File: src/pcs_consts.vh
`ifndef PCS_CONSTS_VH
`define PCS_CONSTS_VH
// ----------------------------------------
// widths and depths
// ----------------------------------------
`define PCS_PC_W 13
`define PCS_LOW_W 8
`define PCS_UP_W 5
`define PCS_JMP_W 11
`define PCS_STK_DEPTH 8
`define PCS_SP_W 3
`define PCS_EA_W 9
// ----------------------------------------
// reset values and field positions
// ----------------------------------------
`define PCS_PC_RST 13'h0000
`define PCS_SP_RST 3'h0
`define PCS_LATCH_UP_MSB 4
`define PCS_LATCH_JMP_LSB 3
// ----------------------------------------
// indirect port address and zero read
// ----------------------------------------
`define PCS_INDIRECT_ADDR 8'h00
`define PCS_ZERO_BYTE 8'h00
`endif

File: src/pcs_core.v
// Summary of operation
// - 13-bit program counter; low byte readable and writable.
// - upper five bits loaded from the high latch, the stack or the vector, never directly.
// - every reset clears the whole program counter.
// - low byte write copies latch bits 4..0 into upper bits.
// - call and goto take top two bits from latch bits 4..3.
// - low byte destination replaces upper bits in the same step.
// - eight-entry, 13-bit return stack outside program and data space.
// - stack pointer not visible to software.
// - push on call or interrupt vectoring.
// - pop into program counter on return, literal return, interrupt return.
// - push and pop leave the high latch unchanged.
// - stack wraps circularly; ninth push overwrites the first entry.
// - no overflow or underflow status anywhere.
// - indirect port accesses the location held in the file pointer.
// - indirect read through the port itself returns zero.
// - indirect write to the port itself changes no data.
// - effective address is bank bit above 8-bit file pointer.
`include "pcs_consts.vh"
module pcs_core
(
   input wire sys_clk,
   input wire nrst,
   input wire exec_en,
   input wire do_call,
   input wire do_goto,
   input wire do_return,
   input wire int_vector,
   input wire [`PCS_PC_W-1:0] vector_addr,
   input wire [`PCS_JMP_W-1:0] jump_operand,
   input wire pc_low_write,
   input wire [`PCS_LOW_W-1:0] pc_low_wdata,
   input wire [`PCS_LOW_W-1:0] pc_high_latch,
   input wire [`PCS_LOW_W-1:0] file_pointer,
   input wire indirect_bank_bit,
   input wire [`PCS_LOW_W-1:0] file_addr,
   input wire file_rd,
   input wire file_wr,
   input wire [`PCS_LOW_W-1:0] file_wdata,
   input wire [`PCS_LOW_W-1:0] ram_rdata,
   output wire [`PCS_PC_W-1:0] pc,
   output wire [`PCS_LOW_W-1:0] pc_low_byte,
   output wire [`PCS_EA_W-1:0] ram_addr,
   output wire ram_rd,
   output wire ram_wr,
   output wire [`PCS_LOW_W-1:0] ram_wdata,
   output wire [`PCS_LOW_W-1:0] file_rdata
);

// ----------------------------------------
// program counter and stack state
// ----------------------------------------
// one-hot action codes, one per kind of step
localparam [5:0] ACT_HOLD = 6'h01;
localparam [5:0] ACT_INC = 6'h02;
localparam [5:0] ACT_LOW = 6'h04;
localparam [5:0] ACT_RET = 6'h08;
localparam [5:0] ACT_JUMP = 6'h10;
localparam [5:0] ACT_INT = 6'h20;

reg [`PCS_PC_W-1:0] pc_q;
reg [`PCS_PC_W-1:0] pc_d;
reg [`PCS_SP_W-1:0] sp_q;
reg [`PCS_SP_W-1:0] sp_d;
reg [`PCS_PC_W-1:0] stack_mem [0:`PCS_STK_DEPTH-1];
reg [`PCS_PC_W-1:0] push_val;
wire [5:0] act;
wire [`PCS_PC_W-1:0] pc_inc;
wire [`PCS_SP_W-1:0] sp_prev;
wire [`PCS_SP_W-1:0] sp_next;
wire push_en;
wire pop_en;
integer i;

function [`PCS_SP_W-1:0] sp_step;
   input [`PCS_SP_W-1:0] sp;
   input up;
   begin
      // natural wrap of a 3-bit pointer gives the circular stack
      if (up)
      begin
         sp_step = sp + 3'h1;
      end
      else
      begin
         sp_step = sp - 3'h1;
      end
   end
endfunction

function [5:0] act_decode;
   input exec;
   input intv;
   input jump;
   input ret;
   input low;
   begin
      // priority: interrupt, call or goto, return, low byte write
      if (!exec)
      begin
         act_decode = ACT_HOLD;
      end
      else if (intv)
      begin
         act_decode = ACT_INT;
      end
      else if (jump)
      begin
         act_decode = ACT_JUMP;
      end
      else if (ret)
      begin
         act_decode = ACT_RET;
      end
      else if (low)
      begin
         act_decode = ACT_LOW;
      end
      else
      begin
         act_decode = ACT_INC;
      end
   end
endfunction

function [`PCS_PC_W-1:0] pc_load;
   input [`PCS_LOW_W-1:0] latch;
   input [`PCS_JMP_W-1:0] low;
   input full;
   begin
      // a low byte write takes five latch bits, call and goto only two
      if (full)
      begin
         pc_load = {latch[`PCS_LATCH_UP_MSB:0], low[`PCS_LOW_W-1:0]};
      end
      else
      begin
         pc_load = {latch[`PCS_LATCH_UP_MSB:`PCS_LATCH_JMP_LSB], low};
      end
   end
endfunction

function addr_is_port;
   input [`PCS_LOW_W-1:0] addr;
   begin
      addr_is_port = (addr == `PCS_INDIRECT_ADDR);
   end
endfunction

assign pc_inc = pc_q + 13'h0001;
assign sp_prev = sp_step(sp_q, 1'b0);
assign sp_next = sp_step(sp_q, 1'b1);
assign act = act_decode(exec_en, int_vector, do_call | do_goto, do_return, pc_low_write);
assign push_en = (act == ACT_INT) | ((act == ACT_JUMP) & do_call);
assign pop_en = (act == ACT_RET);

// ----------------------------------------
// next program counter
// ----------------------------------------
always @*
begin
   pc_d = pc_q;
   sp_d = sp_q;
   case (act)
      ACT_INT:
      begin
         pc_d = vector_addr;
      end
      ACT_JUMP:
      begin
         pc_d = pc_load(pc_high_latch, jump_operand, 1'b0);
      end
      ACT_RET:
      begin
         pc_d = stack_mem[sp_prev];
      end
      ACT_LOW:
      begin
         pc_d = pc_load(pc_high_latch, {3'h0, pc_low_wdata}, 1'b1);
      end
      ACT_INC:
      begin
         pc_d = pc_inc;
      end
      default:
      begin
         // no instruction this cycle: hold
         pc_d = pc_q;
      end
   endcase
   if (push_en)
   begin
      sp_d = sp_next;
   end
   else if (pop_en)
   begin
      sp_d = sp_prev;
   end
end

always @(posedge sys_clk)
begin
   if (!nrst)
   begin
      pc_q <= `PCS_PC_RST;
      sp_q <= `PCS_SP_RST;
   end
   else
   begin
      pc_q <= pc_d;
      sp_q <= sp_d;
   end
end

// an interrupt resumes the current instruction, a call the next one
always @*
begin
   if (act == ACT_INT)
   begin
      push_val = pc_q;
   end
   else
   begin
      push_val = pc_inc;
   end
end

// ----------------------------------------
// return stack
// ----------------------------------------
// eight by thirteen storage
always @(posedge sys_clk)
begin
   if (!nrst)
   begin
      for (i = 0; i < `PCS_STK_DEPTH; i = i + 1)
      begin
         stack_mem[i] <= `PCS_PC_RST;
      end
   end
   else if (push_en)
   begin
      // return address is push_val: the next instruction for a call, the current one for an interrupt
      stack_mem[sp_q] <= push_val;
   end
end

// upper bits only via pc output
assign pc = pc_q;
assign pc_low_byte = pc_q[`PCS_LOW_W-1:0];

// ----------------------------------------
// indirect addressing
// ----------------------------------------
wire is_ind;
wire self_ref;
reg [`PCS_EA_W-1:0] ea_r;
reg wr_r;
reg rd_r;
reg [`PCS_LOW_W-1:0] rdata_r;
assign is_ind = addr_is_port(file_addr);
assign self_ref = is_ind & addr_is_port(file_pointer);

always @*
begin
   // bank bit also heads direct addresses, a simplified bank map
   ea_r = {indirect_bank_bit, file_addr};
   wr_r = file_wr;
   rd_r = file_rd;
   rdata_r = ram_rdata;
   if (is_ind)
   begin
      ea_r = {indirect_bank_bit, file_pointer};
   end
   if (self_ref)
   begin
      wr_r = 1'b0;
      rd_r = 1'b0;
      rdata_r = `PCS_ZERO_BYTE;
   end
end

assign ram_addr = ea_r;
assign ram_wr = wr_r;
assign ram_rd = rd_r;
assign ram_wdata = file_wdata;
assign file_rdata = rdata_r;

endmodule

File: config.mk
export PLATFORM = sky130hd
export DESIGN_NAME = pcs_core
export DESIGN_NICKNAME = d
export VERILOG_FILES = /design/src/pcs_core.v
export VERILOG_INCLUDE_DIRS = /design/src
export SDC_FILE = /design/constraint.sdc
export NUM_CORES = 1
export LEC_CHECK = 0
export BUFFER_PORTS_ARGS = -buffer_cell sky130_fd_sc_hd__buf_4
export CAP_MARGIN = 20
export CORE_AREA = 5 5 139 141
export DETAILED_ROUTE_END_ITERATION = 8
export DIE_AREA = 0 0 144 146
export GPL_TIMING_DRIVEN = 0
export HOLD_SLACK_MARGIN = 0.12
export PLACE_DENSITY = 0.58
export RECOVER_POWER = 50
export SYNTH_ARGS = -nofsm -noshare
export SYNTH_HDL_FRONTEND = slang
export SYNTH_SLANG_ARGS = --single-unit
File: constraint.sdc
create_clock -name sys_clk -period 2.8 [get_ports sys_clk]
set_input_delay 0 -clock sys_clk [delete_from_list [all_inputs] [get_ports sys_clk]]
set_output_delay 0 -clock sys_clk [all_outputs]
set_load 0.005 [all_outputs]
### Word-level counts from Yosys, hierarchy flattened

Memories as Yosys holds them, arrays and structs flattened.
Index checks and enable logic that the tools add are counted.
Widths: inputs -> output; s select.

| storage, ports and cells | value |
|---|---|
| memories kept | 1 |
| output and inout port bits | 48 |
| flip-flop bits (word level) | 16 |
| input bits | 83 |
| memory bits (writable) | 104 |
| word-level logic and storage cells | 40 |

Memories:

| memory | words | bits a word | read ports | clocked after memory_dff | wr ports | line | source |
|---|---|---|---|---|---|---|---|
| stack_mem | 8 | 13 | 1 | 0 | 8 | pcs_core.v:65 | `` reg [`PCS_PC_W-1:0] stack_mem [0:`PCS_STK_DEPTH-1]; `` |

| operators by class | value |
|---|---|
| mux-type cells | 20 |
| $add $sub $neg | 3 |
| bitwise gates (word level) | 4 |
| equal/unequal tests | 5 |
| reductions and logical operators | 5 |

Operator list:

| kind | number |
|---|---|
| $pmux 13 s5 | 1 |
| $mux 13 | 2 |
| $logic_not 8->1 | 2 |
| $mux 8 | 2 |
| $add 13x1->13 const B | 1 |
| $reduce_or 13->1 | 1 |
| $mux 3 | 4 |
| $mux 6 | 2 |
| $mux 1 | 7 |
| $eq 6x2->1 const B | 1 |
| $eq 6x3->1 const B | 1 |
| $eq 6x4->1 const B | 1 |
| $eq 6x5->1 const B | 1 |
| $eq 6x6->1 const B | 1 |
| $mux 5 | 1 |
| $reduce_bool 5->1 | 1 |
| $mux 4 | 1 |
| $add 3x1->3 const B | 1 |
| $sub 3x1->3 const B | 1 |
| $and 1x1->1 | 2 |
| $or 1x1->1 | 2 |
| $reduce_bool 2->1 | 1 |

### Depth between registers and ports, before layout

Gate-level depths: netlist (run 1).

| depth | value |
|---|---|
| depth in word-level cells | 13 |
| mapped depth | 10 |
| gate-level depth less buffers | 7 |

### Least setup slack after synthesis (run 1)

OpenSTA, ideal clock, no wires.

| timing path | value |
|---|---|
| path type | register to register |
| from | register sp_q[0] |
| to | register pc_q[5], in the netlist pc[5] |
| data arrival time | 2.223 ns |
| buffers on the path | 3 |
| required time | 2.680 ns |
| library setup time | 0.120 ns |
| cell stages (with the launch flop) | 10 |
| slack | 0.457 ns |
| clock period less this slack | 2.343 ns |
| cell sequence | dfxtp_1 -> buf_2 -> inv_1 -> ha_1 -> buf_2 -> buf_1 -> mux4_2 -> nand2_1 -> a21oi_1 -> o31a_1 |

| between the ends | value |
|---|---|
| word-level cells in the longest chain between the ends | 3 |

RTL lines:

| element | line | source |
|---|---|---|
| start: declaration | pcs_core.v:63 | `` reg [`PCS_SP_W-1:0] sp_q; `` |
| start signal: assignment | pcs_core.v:206 | `` sp_q <= `PCS_SP_RST; `` |
| start signal: assignment | pcs_core.v:211 | `sp_q <= sp_d;` |
| $sub 3x1->3 | - |  |
| $mem_v2 8x13 | - |  |
| $pmux 13 s5 | pcs_core.v:164 | `case (act)` |
| end signal: assignment | pcs_core.v:205 | `` pc_q <= `PCS_PC_RST; `` |
| end signal: assignment | pcs_core.v:210 | `pc_q <= pc_d;` |
| end: declaration | pcs_core.v:61 | `` reg [`PCS_PC_W-1:0] pc_q; `` |

Every way passes these cells.
A chain may end at the register's enable or synchronous reset.

### Worst setup path after layout (run 1)

| timing path | value |
|---|---|
| from | register sp_q[0] |
| to | register pc_q[4], in the netlist pc[4] |

Same word-level chain as after synthesis.

==> results of run 1 <==
-- through the flow --
step	power (µW)	instances	worst slack (ps)
finish	5090	956	179
global route	5250	956	38.2
CTS	5120	956	59.0
detailed placement	2780	889	-315
global placement	2770	889	-258
floorplan	2470	542	457
-- metal layers --
metal  part of all wire (%)  wire length (µm)  vias up  global-route usage (%)
li1                       -                 -     2306                       -
met1                     37              6970     2395                    19.9
met2                     50              9350      264                    30.9
met3                     10              1960       32                    4.80
met4                    2.5               472        0                    6.69
met5                      0                 0        -                       0
-- placed cells by master, fill, tap and decap left out, types with 13 or more instances in the layout --
master and n:
clkbuf_1 37, dfxtp_1 16, nor2_1 129, clkbuf_4 35, dlygate4sd3_1 36, a21oi_1 13, nand3_1 16, edfxtp_1 104
buf_4 89, mux4_2 26, clkbuf_16 17, nand2_1 48, xor2_1 14
-- timing repair --
| action | 4_1_cts | 5_1_grt |
|---|---|---|
| endpoints found under the hold margin | 13 | 0 |
| setup endpoints to repair | 36 | 16 |
| gates resized for setup | 5 | 3 |
| hold buffers | 36 | 0 |
| pin swaps | 0 | 0 |
-- kinds of logic after synthesis --
group / count (synthesis)
buffers and inverters: 57
muxes: 28
adders and majority gates: 3
xor gates and xnor gates: 26
AOI/OAI and AO/OA: 65
and+or+nand+nor: 243
DFF: 120
-- layout make-up --
cell class,count,area (µm²)
fillers,1641,9560
flip-flops and latches,120,3440
clock inverters,12,181
clock buffers,19,433
inverters,4,15.0
repair buffers,154,1190
well taps,229,287
multi-input cells,365,2410
plain buffers,53,312
-- registers in the layout, indices dropped and copies added, names as in the netlist --
| signal | count |
|---|---|
| pc | 13 |
| sp_q | 3 |
| stack_mem | 104 |
-- report_power, final --
| group | switching [µW] | leakage (µW) | internal [µW] | total [µW] |
|---|---|---|---|---|
| Sequential | 43.6 | 0.00121 | 2020 | 2070 |
| Clock | 763 | 0.000303 | 1560 | 2320 |
| Combinational | 371 | 0.00164 | 338 | 708 |
-- worst min-delay path, stage by stage --
cell      delay [ps]
buf_4             80
nand2_1           50
a31oi_1          160
a211oi_1          50
a21boi_0         160
-- path summary, 6_finish.rpt --
check	startpoint	end	cells after the start	slack (ps)
hold reg to reg	pc[12]$_SDFFE_PN0P_	pc[12]$_SDFFE_PN0P_	2	640
setup / recovery	sp_q[0]$_SDFFE_PN0P_	pc[4]$_SDFFE_PN0P_	10	180
hold / removal	vector_addr[7]	pc[7]$_SDFFE_PN0P_	5	140
setup reg to reg	sp_q[0]$_SDFFE_PN0P_	pc[4]$_SDFFE_PN0P_	10	180
==> results.py, run 1 <==
metrics = {
    "critical_path": {
        "max_stage_delay_ps": 480,
        "crit_fanout": 10,
        "start_kind": "flop",
        "critical_path_class": "reg -> reg",
        "crit_top_cell": "nand2_1",
        "slowest_stage": "dfxtp_1",
        "critPathTopFamily": "buffers and inverters",
        "arrival_ps": 2930,
        "endpoint_kind": "flop",
        "crit_path_cell_trace": "buf_6 -> inv_1 -> ha_1 -> clkbuf_4 -> buf_4 -> mux4_2 -> nand2_1 -> nand2_1 -> a221oi_1 -> nor2_1",
        "path_buf_inv": 4,
        "worst_ep_required_time_ps": 3110,
    },
    "logic_synthesis": {
        "synth_largest_area_cell": "edfxtp_1",
        "ys_types": 50,
        "synth_compound_area_share_pct": 7.61,
        "post-synth-top-count-cell": "nor2_1",
        "netlist_top_cells_area": "edfxtp_1, mux4_2, nor2_1, dfxtp_1, nand2_1",
        "ys_warn_count": 0,
        "avgSynthCellArea_um2": 11.4,
        "dominantRegCellSynth": "edfxtp_1",
        "synth-xor-area-share_pct": 3.69,
        "yosysSeqAreaShare_pct": 55.8,
        "synth_top_family_by_area": "simple AND/OR/NAND/NOR gates",
        "synth_commonest_cells": "nor2_1, edfxtp_1, nand2_1",
        "yosys_register_bits": 120,
        "synthCells": 542,
        "synth.net_count": 628,
        "synth_fa_ha_area_share_pct": 0.609,
        "synth_area_um2": 6170,
        "synth-edff-count": 104,
        "muxShareOfSynthArea_pct": 9.82,
        "synthArstFlopShare_pct": 0,
        "yosys.area_share.simple_pct": 17.3,
        "yosysTopAreaCellShare_pct": 50.6,
    },
    "drt": {
        "first_pass_iters": 5,
        "drt_iter0_drc": 350,
        "route.vias.total": 4997,
        "ant_nets": 0,
        "viasPerCell": 5.23,
        "drc_errors": 0,
        "wire_per_inst_um": 19.6,
        "routed_wl_um": 18800,
    },
    "power": {
        "ir_drop_v": 0.000469,
        "p_per_area_nw_per_um2": 615,
        "leakagePower_uw": 0.00315,
    },
    "cts": {
        "clockBufferDepth": 2,
        "worstSkewPairLatency_ps": 420,
        "postCtsSetupBuffers": 0,
        "cts_buffers": 17,
        "clk_pin_slew_worst_paths_ps": 60,
        "cts-root-buf": "clkbuf_16",
        "htreeDepth": 4,
        "cts_tree": "yes",
        "cts_sinks": 120,
    },
    "final_layout": {
        "area_delta_synth_final_pct": 34.2,
        "antenna_cells": 0,
        "final_core_util_pct": 46.4,
        "final_area_um2": 8280,
        "fin_nets": 801,
        "drive_above_1_share_pct": 26.4,
    },
    "place": {
        "portBuffers": 118,
        "globalplace.congestion": 0.867,
        "place_hpwl_um": 14000,
        "place_area_um2": 7340,
    },
    "die": {
        "dieArea_um2": 21000,
        "die_w_um": 144,
        "core-area_um2": 17800,
        "die_h_um": 146,
        "initial_core_util_pct": 34.6,
        "pin_count": 131,
        "rows": 49,
    },
    "timing": {
        "period_needed_ps": 2620,
        "timing.fmax_mhz": 381,
        "min_period_over_period_pct": 93.6,
        "rsz0062_at_grt": "false",
        "finalSetupTns_ps": 0,
        "tightest_slew_ps": 973,
        "finalMaxSlewViolations": 0,
        "skew_ps": 9.56,
        "setup_viol": 0,
        "slew_headroom_pct": 34.4,
        "whs_ps": 137,
        "final-hold-violation-count": 0,
    },
    "hold_path": {
        "hold_path.class": "in -> reg",
    },
    "job": {
        "max-cap-violations": 0,
    },
    "grt": {
        "grt_pass1_wl_um": 27700,
        "grt_pass1_vias": 5079,
        "grt_use_total_pct": 17.5,
        "antenna_found_initial": 0,
        "grt_max_degree": 17,
        "gr-total-overflow": 0,
    },
    "run_status": {
        "status": "finished clean",
    },
}
No activity file was read; power rests on OpenSTA's default activity.
==> run 2, diff against run 1 <==
- PLACE_DENSITY: 0.58 -> 0.6
- clock period: 2.8 -> 2.2 ns (I/O delays scaled with it)
==> run 2 against run 1 <==
  * Sequential power up 28%
  * Register-to-register slack worse by 150 ps
  * Sequential share of layout area down 1.8 points
  * Cell area up 4.6%
  * Global-route usage up 0.24 points
  * First-iteration DRC count up 30%
  * Hold slack better by 6.7 ps
  * Clock power up 29%
  * Critical path type is now in -> reg
  * Critical endpoint is now stack_mem[4][5]$_SDFFCE_PN0P_
==> results.py, run 2 (synthesis results as in run 1) <==
metrics = {
    "run_status": {
        "status": "finished clean",
    },
    "critical_path": {
        "critical_path_class": "in -> reg",
        "path_buf_inv": 4,
        "r2r_setup_slack_ps": 30,
        "slowest_stage": "nor2_1",
        "start_kind": "primary input",
        "worst_ep_required_time_ps": 2260,
        "crit_path_cell_trace": "buf_4 -> clkbuf_1 -> inv_1 -> nor2_1 -> nand3_1 -> clkbuf_2 -> nand2_2",
        "arrival_ps": 2250,
        "regToRegEndpoint": "stack_mem[5][12]$_SDFFCE_PN0P_",
        "r2r-start": "sp_q[0]$_SDFFE_PN0P_",
        "max_stage_delay_ps": 480,
        "worstRegToRegCells": 5,
        "critPathTopFamily": "simple AND/OR/NAND/NOR gates",
        "endpoint_kind": "flop",
        "crit_fanout": 13,
    },
    "timing": {
        "period_needed_ps": 2190,
        "tightest_slew_ps": 885,
        "finalMaxSlewViolations": 0,
        "slew_headroom_pct": 40.6,
        "timing.fmax_mhz": 457,
        "setup_viol": 0,
        "skew_ps": 12.6,
        "finalSetupTns_ps": 0,
        "min_period_over_period_pct": 99.5,
        "final-hold-violation-count": 0,
        "rsz0062_at_grt": "true",
    },
    "final_layout": {
        "antenna_cells": 0,
        "final_cell_mix": "nor2_1, buf_4, edfxtp_1, nand2_1, dlygate4sd3_1",
        "final_area_um2": 8660,
        "area_delta_synth_final_pct": 40.4,
        "largest_reg_flops": 104,
        "fin_nets": 809,
        "drive_above_1_share_pct": 33.6,
        "layout_commonest_cell": "nor2_1",
        "top_register": "stack_mem",
    },
    "die": {
        "die_h_um": 146,
        "rows": 49,
        "dieArea_um2": 21000,
        "initial_core_util_pct": 34.6,
        "die_w_um": 144,
        "core-area_um2": 17800,
        "pin_count": 131,
    },
    "hold_path": {
        "hold_start": "vector_addr[6]",
        "hold_path.class": "in -> reg",
        "worstHoldPathCells": 5,
        "hold_end": "pc[6]$_SDFFE_PN0P_",
    },
    "power": {
        "ir_drop_v": 0.000525,
        "p_per_area_nw_per_um2": 768,
        "leakagePower_uw": 0.00331,
    },
    "cts": {
        "clk_pin_slew_worst_paths_ps": 60,
        "cts-root-buf": "clkbuf_16",
        "cts_tree": "yes",
        "cts_sinks": 120,
        "worstSkewPairLatency_ps": 410,
        "clockBufferDepth": 2,
        "cts_buffers": 17,
        "htreeDepth": 4,
    },
    "place": {
        "place_area_um2": 7340,
        "place_hpwl_um": 14000,
        "portBuffers": 118,
        "globalplace.congestion": 0.876,
    },
    "drt": {
        "drt_iter0_drc": 455,
        "ant_nets": 0,
        "viasPerCell": 5.29,
        "routed_wl_um": 19400,
        "wire_per_inst_um": 20.1,
        "first_pass_iters": 5,
        "drc_errors": 0,
        "route.vias.total": 5108,
    },
    "grt": {
        "grt_max_degree": 17,
        "gr-total-overflow": 0,
        "grt_pass1_vias": 5157,
        "grt_pass1_wl_um": 28400,
        "antenna_found_initial": 0,
        "grt_use_total_pct": 17.8,
    },
    "job": {
        "max-cap-violations": 0,
    },
}
## run 2: changes by cell type in the layout (fill, tap and decap cells not counted), sizes merged
cell	previous run	this run
buf	101	118
clkbuf	89	78
clkinvlp	0	4
clkinv	7	6
dlygate4sd3	36	37
inv	4	3
## run 2: stage by stage
step	total power, µW	std cells	utilization [%]	worst slack [ps]	hold WS, ps
after floorplan	3150	542	-	42.0	72.8
after global placement	3520	889	41.2	-524	169
after detailed placement	3540	889	41.2	-560	168
after CTS	6640	962	47.8	2.33	128
after global routing	6870	965	48.5	-156	163
final	6650	965	48.5	10.4	144
## run 2: final cells by class
class	instances	area (µm²)
fillers	1603	9180
flip-flops and latches	120	3450
multi-input cells	365	2590
repair buffers	163	1320
clock buffers	18	429
plain buffers	52	362
well taps	229	287
clock inverters	14	205
inverters	4	18.8
## run 2: tightest hold or removal path, stage by stage
cell	delay (ps)
buf_4	90
nand2_1	50
a31oi_1	160
a211oi_1	60
a21boi_0	160
## run 2: worst max-delay path by stage
stage,to,cells after the start,start,slack (ps)
2_1_floorplan,pc[11]$_SDFFE_PN0P_,9,sp_q[0]$_SDFFE_PN0P_,40
3_3_place_gp,stack_mem[4][9]$_SDFFCE_PN0P_,6,sp_q[0]$_SDFFE_PN0P_,-520
3_5_place_dp,stack_mem[4][9]$_SDFFCE_PN0P_,6,sp_q[0]$_SDFFE_PN0P_,-560
4_1_cts,pc[3]$_SDFFE_PN0P_,10,sp_q[0]$_SDFFE_PN0P_,2
5_1_grt,stack_mem[4][5]$_SDFFCE_PN0P_,7,exec_en,-160
6_report,stack_mem[4][5]$_SDFFCE_PN0P_,7,exec_en,10
## run 2: routing by layer
layer / track usage (%) / share of wire (%) / up-vias
met5: 0 / 0 / -
met4: 6.36 / 1.9 / 0
met3: 3.91 / 8.5 / 36
met2: 30.8 / 51 / 258
met1: 21.5 / 39 / 2495
li1: - / - / 2319
## run 2: what timing repair did
item / 4_1_cts / 5_1_grt
pin swaps: 2 / 2
gates resized for setup: 36 / 24
endpoints found under the hold margin: 13 / 0
endpoints found under the setup margin: 166 / 132
buffers inserted: 4 / 3
hold buffers: 37 / 0
gates cloned: 0 / 1
## run 2: power breakdown
part	switching [µW]	internal [µW]
combinational	499	509
clock	1010	2000
sequential	67.0	2570
==> run 3, diff against run 2 <==
- SETUP_SLACK_MARGIN: unset -> 0.15
==> run 3 against run 2 <==
  * First-iteration DRC count increased by 7.3%
  * Highest routed layer unchanged
  * Hold slack got worse by 10 ps
  * Critical endpoint is now pc[12]$_SDFFE_PN0P_
  * Largest cell class unchanged
  * Largest power group is now registers
  * Critical path depth increased by 3
==> results.py, run 3 (synthesis results as in run 1) <==
metrics = {
    "die": {
        "initial_core_util_pct": 34.6,
        "core-area_um2": 17800,
        "die_w_um": 144,
        "rows": 49,
        "die_h_um": 146,
        "pin_count": 131,
        "dieArea_um2": 21000,
    },
    "cts": {
        "clockBufferDepth": 2,
        "cts-root-buf": "clkbuf_16",
        "cts_tree": "yes",
        "htreeDepth": 4,
        "worstSkewPairLatency_ps": 410,
        "cts_sinks": 120,
        "clk_pin_slew_worst_paths_ps": 60,
        "cts_buffers": 17,
    },
    "drt": {
        "viasPerCell": 5.23,
        "wire_per_inst_um": 20.2,
        "routed_wl_um": 19800,
        "drc_errors": 0,
        "route.vias.total": 5121,
        "first_pass_iters": 8,
        "ant_nets": 0,
        "drt_iter0_drc": 488,
    },
    "timing": {
        "timing.fmax_mhz": 472,
        "setup_viol": 0,
        "slew_headroom_pct": 43.0,
        "skew_ps": 6.18,
        "final-hold-violation-count": 0,
        "layout_setup_ws_ps": 83.5,
        "rsz0062_at_grt": "true",
        "whs_ps": 134,
        "min_period_over_period_pct": 96.2,
        "period_needed_ps": 2120,
        "tightest_slew_ps": 848,
        "finalMaxSlewViolations": 0,
    },
    "critical_path": {
        "arrival_ps": 2400,
        "critPathTopFamily": "buffers and inverters",
        "path_buf_inv": 4,
        "max_stage_delay_ps": 360,
        "slowest_stage": "dfxtp_4",
        "crit_path_cell_trace": "buf_12 -> clkinvlp_4 -> ha_4 -> buf_12 -> buf_4 -> mux4_2 -> nand2_1 -> a21oi_1 -> a2111oi_2 -> nor2_1",
        "start_kind": "flop",
        "critical_path_class": "reg -> reg",
        "crit_fanout": 6,
        "worst_ep_required_time_ps": 2480,
        "crit_top_cell": "buf_12",
        "endpoint_kind": "flop",
    },
    "place": {
        "globalplace.congestion": 0.851,
        "place_hpwl_um": 14200,
        "place_area_um2": 7350,
        "pre_cts_slack_ps": -381,
        "portBuffers": 118,
    },
    "grt": {
        "gr-total-overflow": 0,
        "antenna_found_initial": 0,
        "grt_use_total_pct": 18.4,
        "grt_pass1_vias": 5175,
        "grt_pass1_wl_um": 29200,
        "grt_max_degree": 17,
    },
    "final_layout": {
        "drive_above_1_share_pct": 35.3,
        "antenna_cells": 0,
        "final_core_util_pct": 49.0,
        "largest_reg_flops": 104,
        "final_area_um2": 8740,
        "top_register": "stack_mem",
        "fin_nets": 824,
        "area_delta_synth_final_pct": 41.7,
        "final_cell_mix": "nor2_1, buf_4, edfxtp_1, nand2_1, dlygate4sd3_1",
        "layout_commonest_cell": "nor2_1",
    },
    "hold_path": {
        "hold_path.class": "in -> reg",
    },
    "power": {
        "p_per_area_nw_per_um2": 719,
        "ir_drop_v": 0.000559,
        "p_total_uw": 6280,
        "leakagePower_uw": 0.00333,
    },
    "run_status": {
        "status": "finished clean",
    },
    "job": {
        "max-cap-violations": 0,
    },
}
==> run 3: cell count changes in the layout (fill, tap and decap cells not counted), sizes merged <==
| cell | previous run | this run |
|---|---|---|
| clkbuf | 78 | 86 |
| buf | 118 | 125 |
| bufinv | 5 | 1 |
| clkinv | 6 | 9 |
| clkinvlp | 4 | 5 |
==> run 3: stage by stage <==
stage	instances	setup TNS, ps
2_1_floorplan	542	0
3_3_place_gp	889	-30810
3_5_place_dp	889	-36010
4_1_cts	973	0
5_1_grt	980	0
6_report	980	0
==> run 3: final timing paths <==
kind                                      startpoint                   end  slack [ps]  depth (start not counted)
worst min-delay path                 jump_operand[7]    pc[7]$_SDFFE_PN0P_         130                          5
worst min register to register  sp_q[1]$_SDFFE_PN0P_  sp_q[1]$_SDFFE_PN0P_         610                          2
worst max register to register  sp_q[0]$_SDFFE_PN0P_   pc[12]$_SDFFE_PN0P_          80                         10
worst max-delay path            sp_q[0]$_SDFFE_PN0P_   pc[12]$_SDFFE_PN0P_          80                         10
==> run 3: layout make-up <==
cell class | count | area [µm²]
flip-flops and latches | 120 | 3460
inverters | 4 | 18.8
clock buffers | 18 | 429
clock inverters | 14 | 110
multi-input cells | 365 | 2620
repair buffers | 177 | 1430
well taps | 229 | 287
fillers | 1583 | 9100
plain buffers | 53 | 380
==> run 3: worst register-to-register path, cell delays in order (launching register included) <==
cell        delay [ps]
dfxtp_4            360
buf_12             110
clkinvlp_4         110
ha_4               320
buf_12             140
buf_4              110
mux4_2             280
nand2_1             90
a21oi_1            100
a2111oi_2          290
nor2_1              90
==> run 3: where the power goes <==
part / internal, µW / switching (µW)
Combinational: 569 / 536
Clock: 1530 / 1010
Sequential: 2570 / 60.4
==> run 3: what timing repair did <==
action	CTS	global route
endpoints found under the setup margin	182	118
pin swaps	6	8
endpoints found under the hold margin	13	0
hold buffers	37	0
cloned	2	0
setup buffers	13	6
resized for setup	62	32
==> run 3: per-layer routing <==
metal | global-route usage (%) | up-vias | routed length (µm) | share of wire [%]
li1 | - | 2352 | - | -
met1 | 21.6 | 2491 | 7470 | 38
met2 | 32.8 | 242 | 10300 | 52
met3 | 4.17 | 36 | 1620 | 8.2
met4 | 6.07 | 0 | 480 | 2.4
met5 | 0 | - | 0 | 0
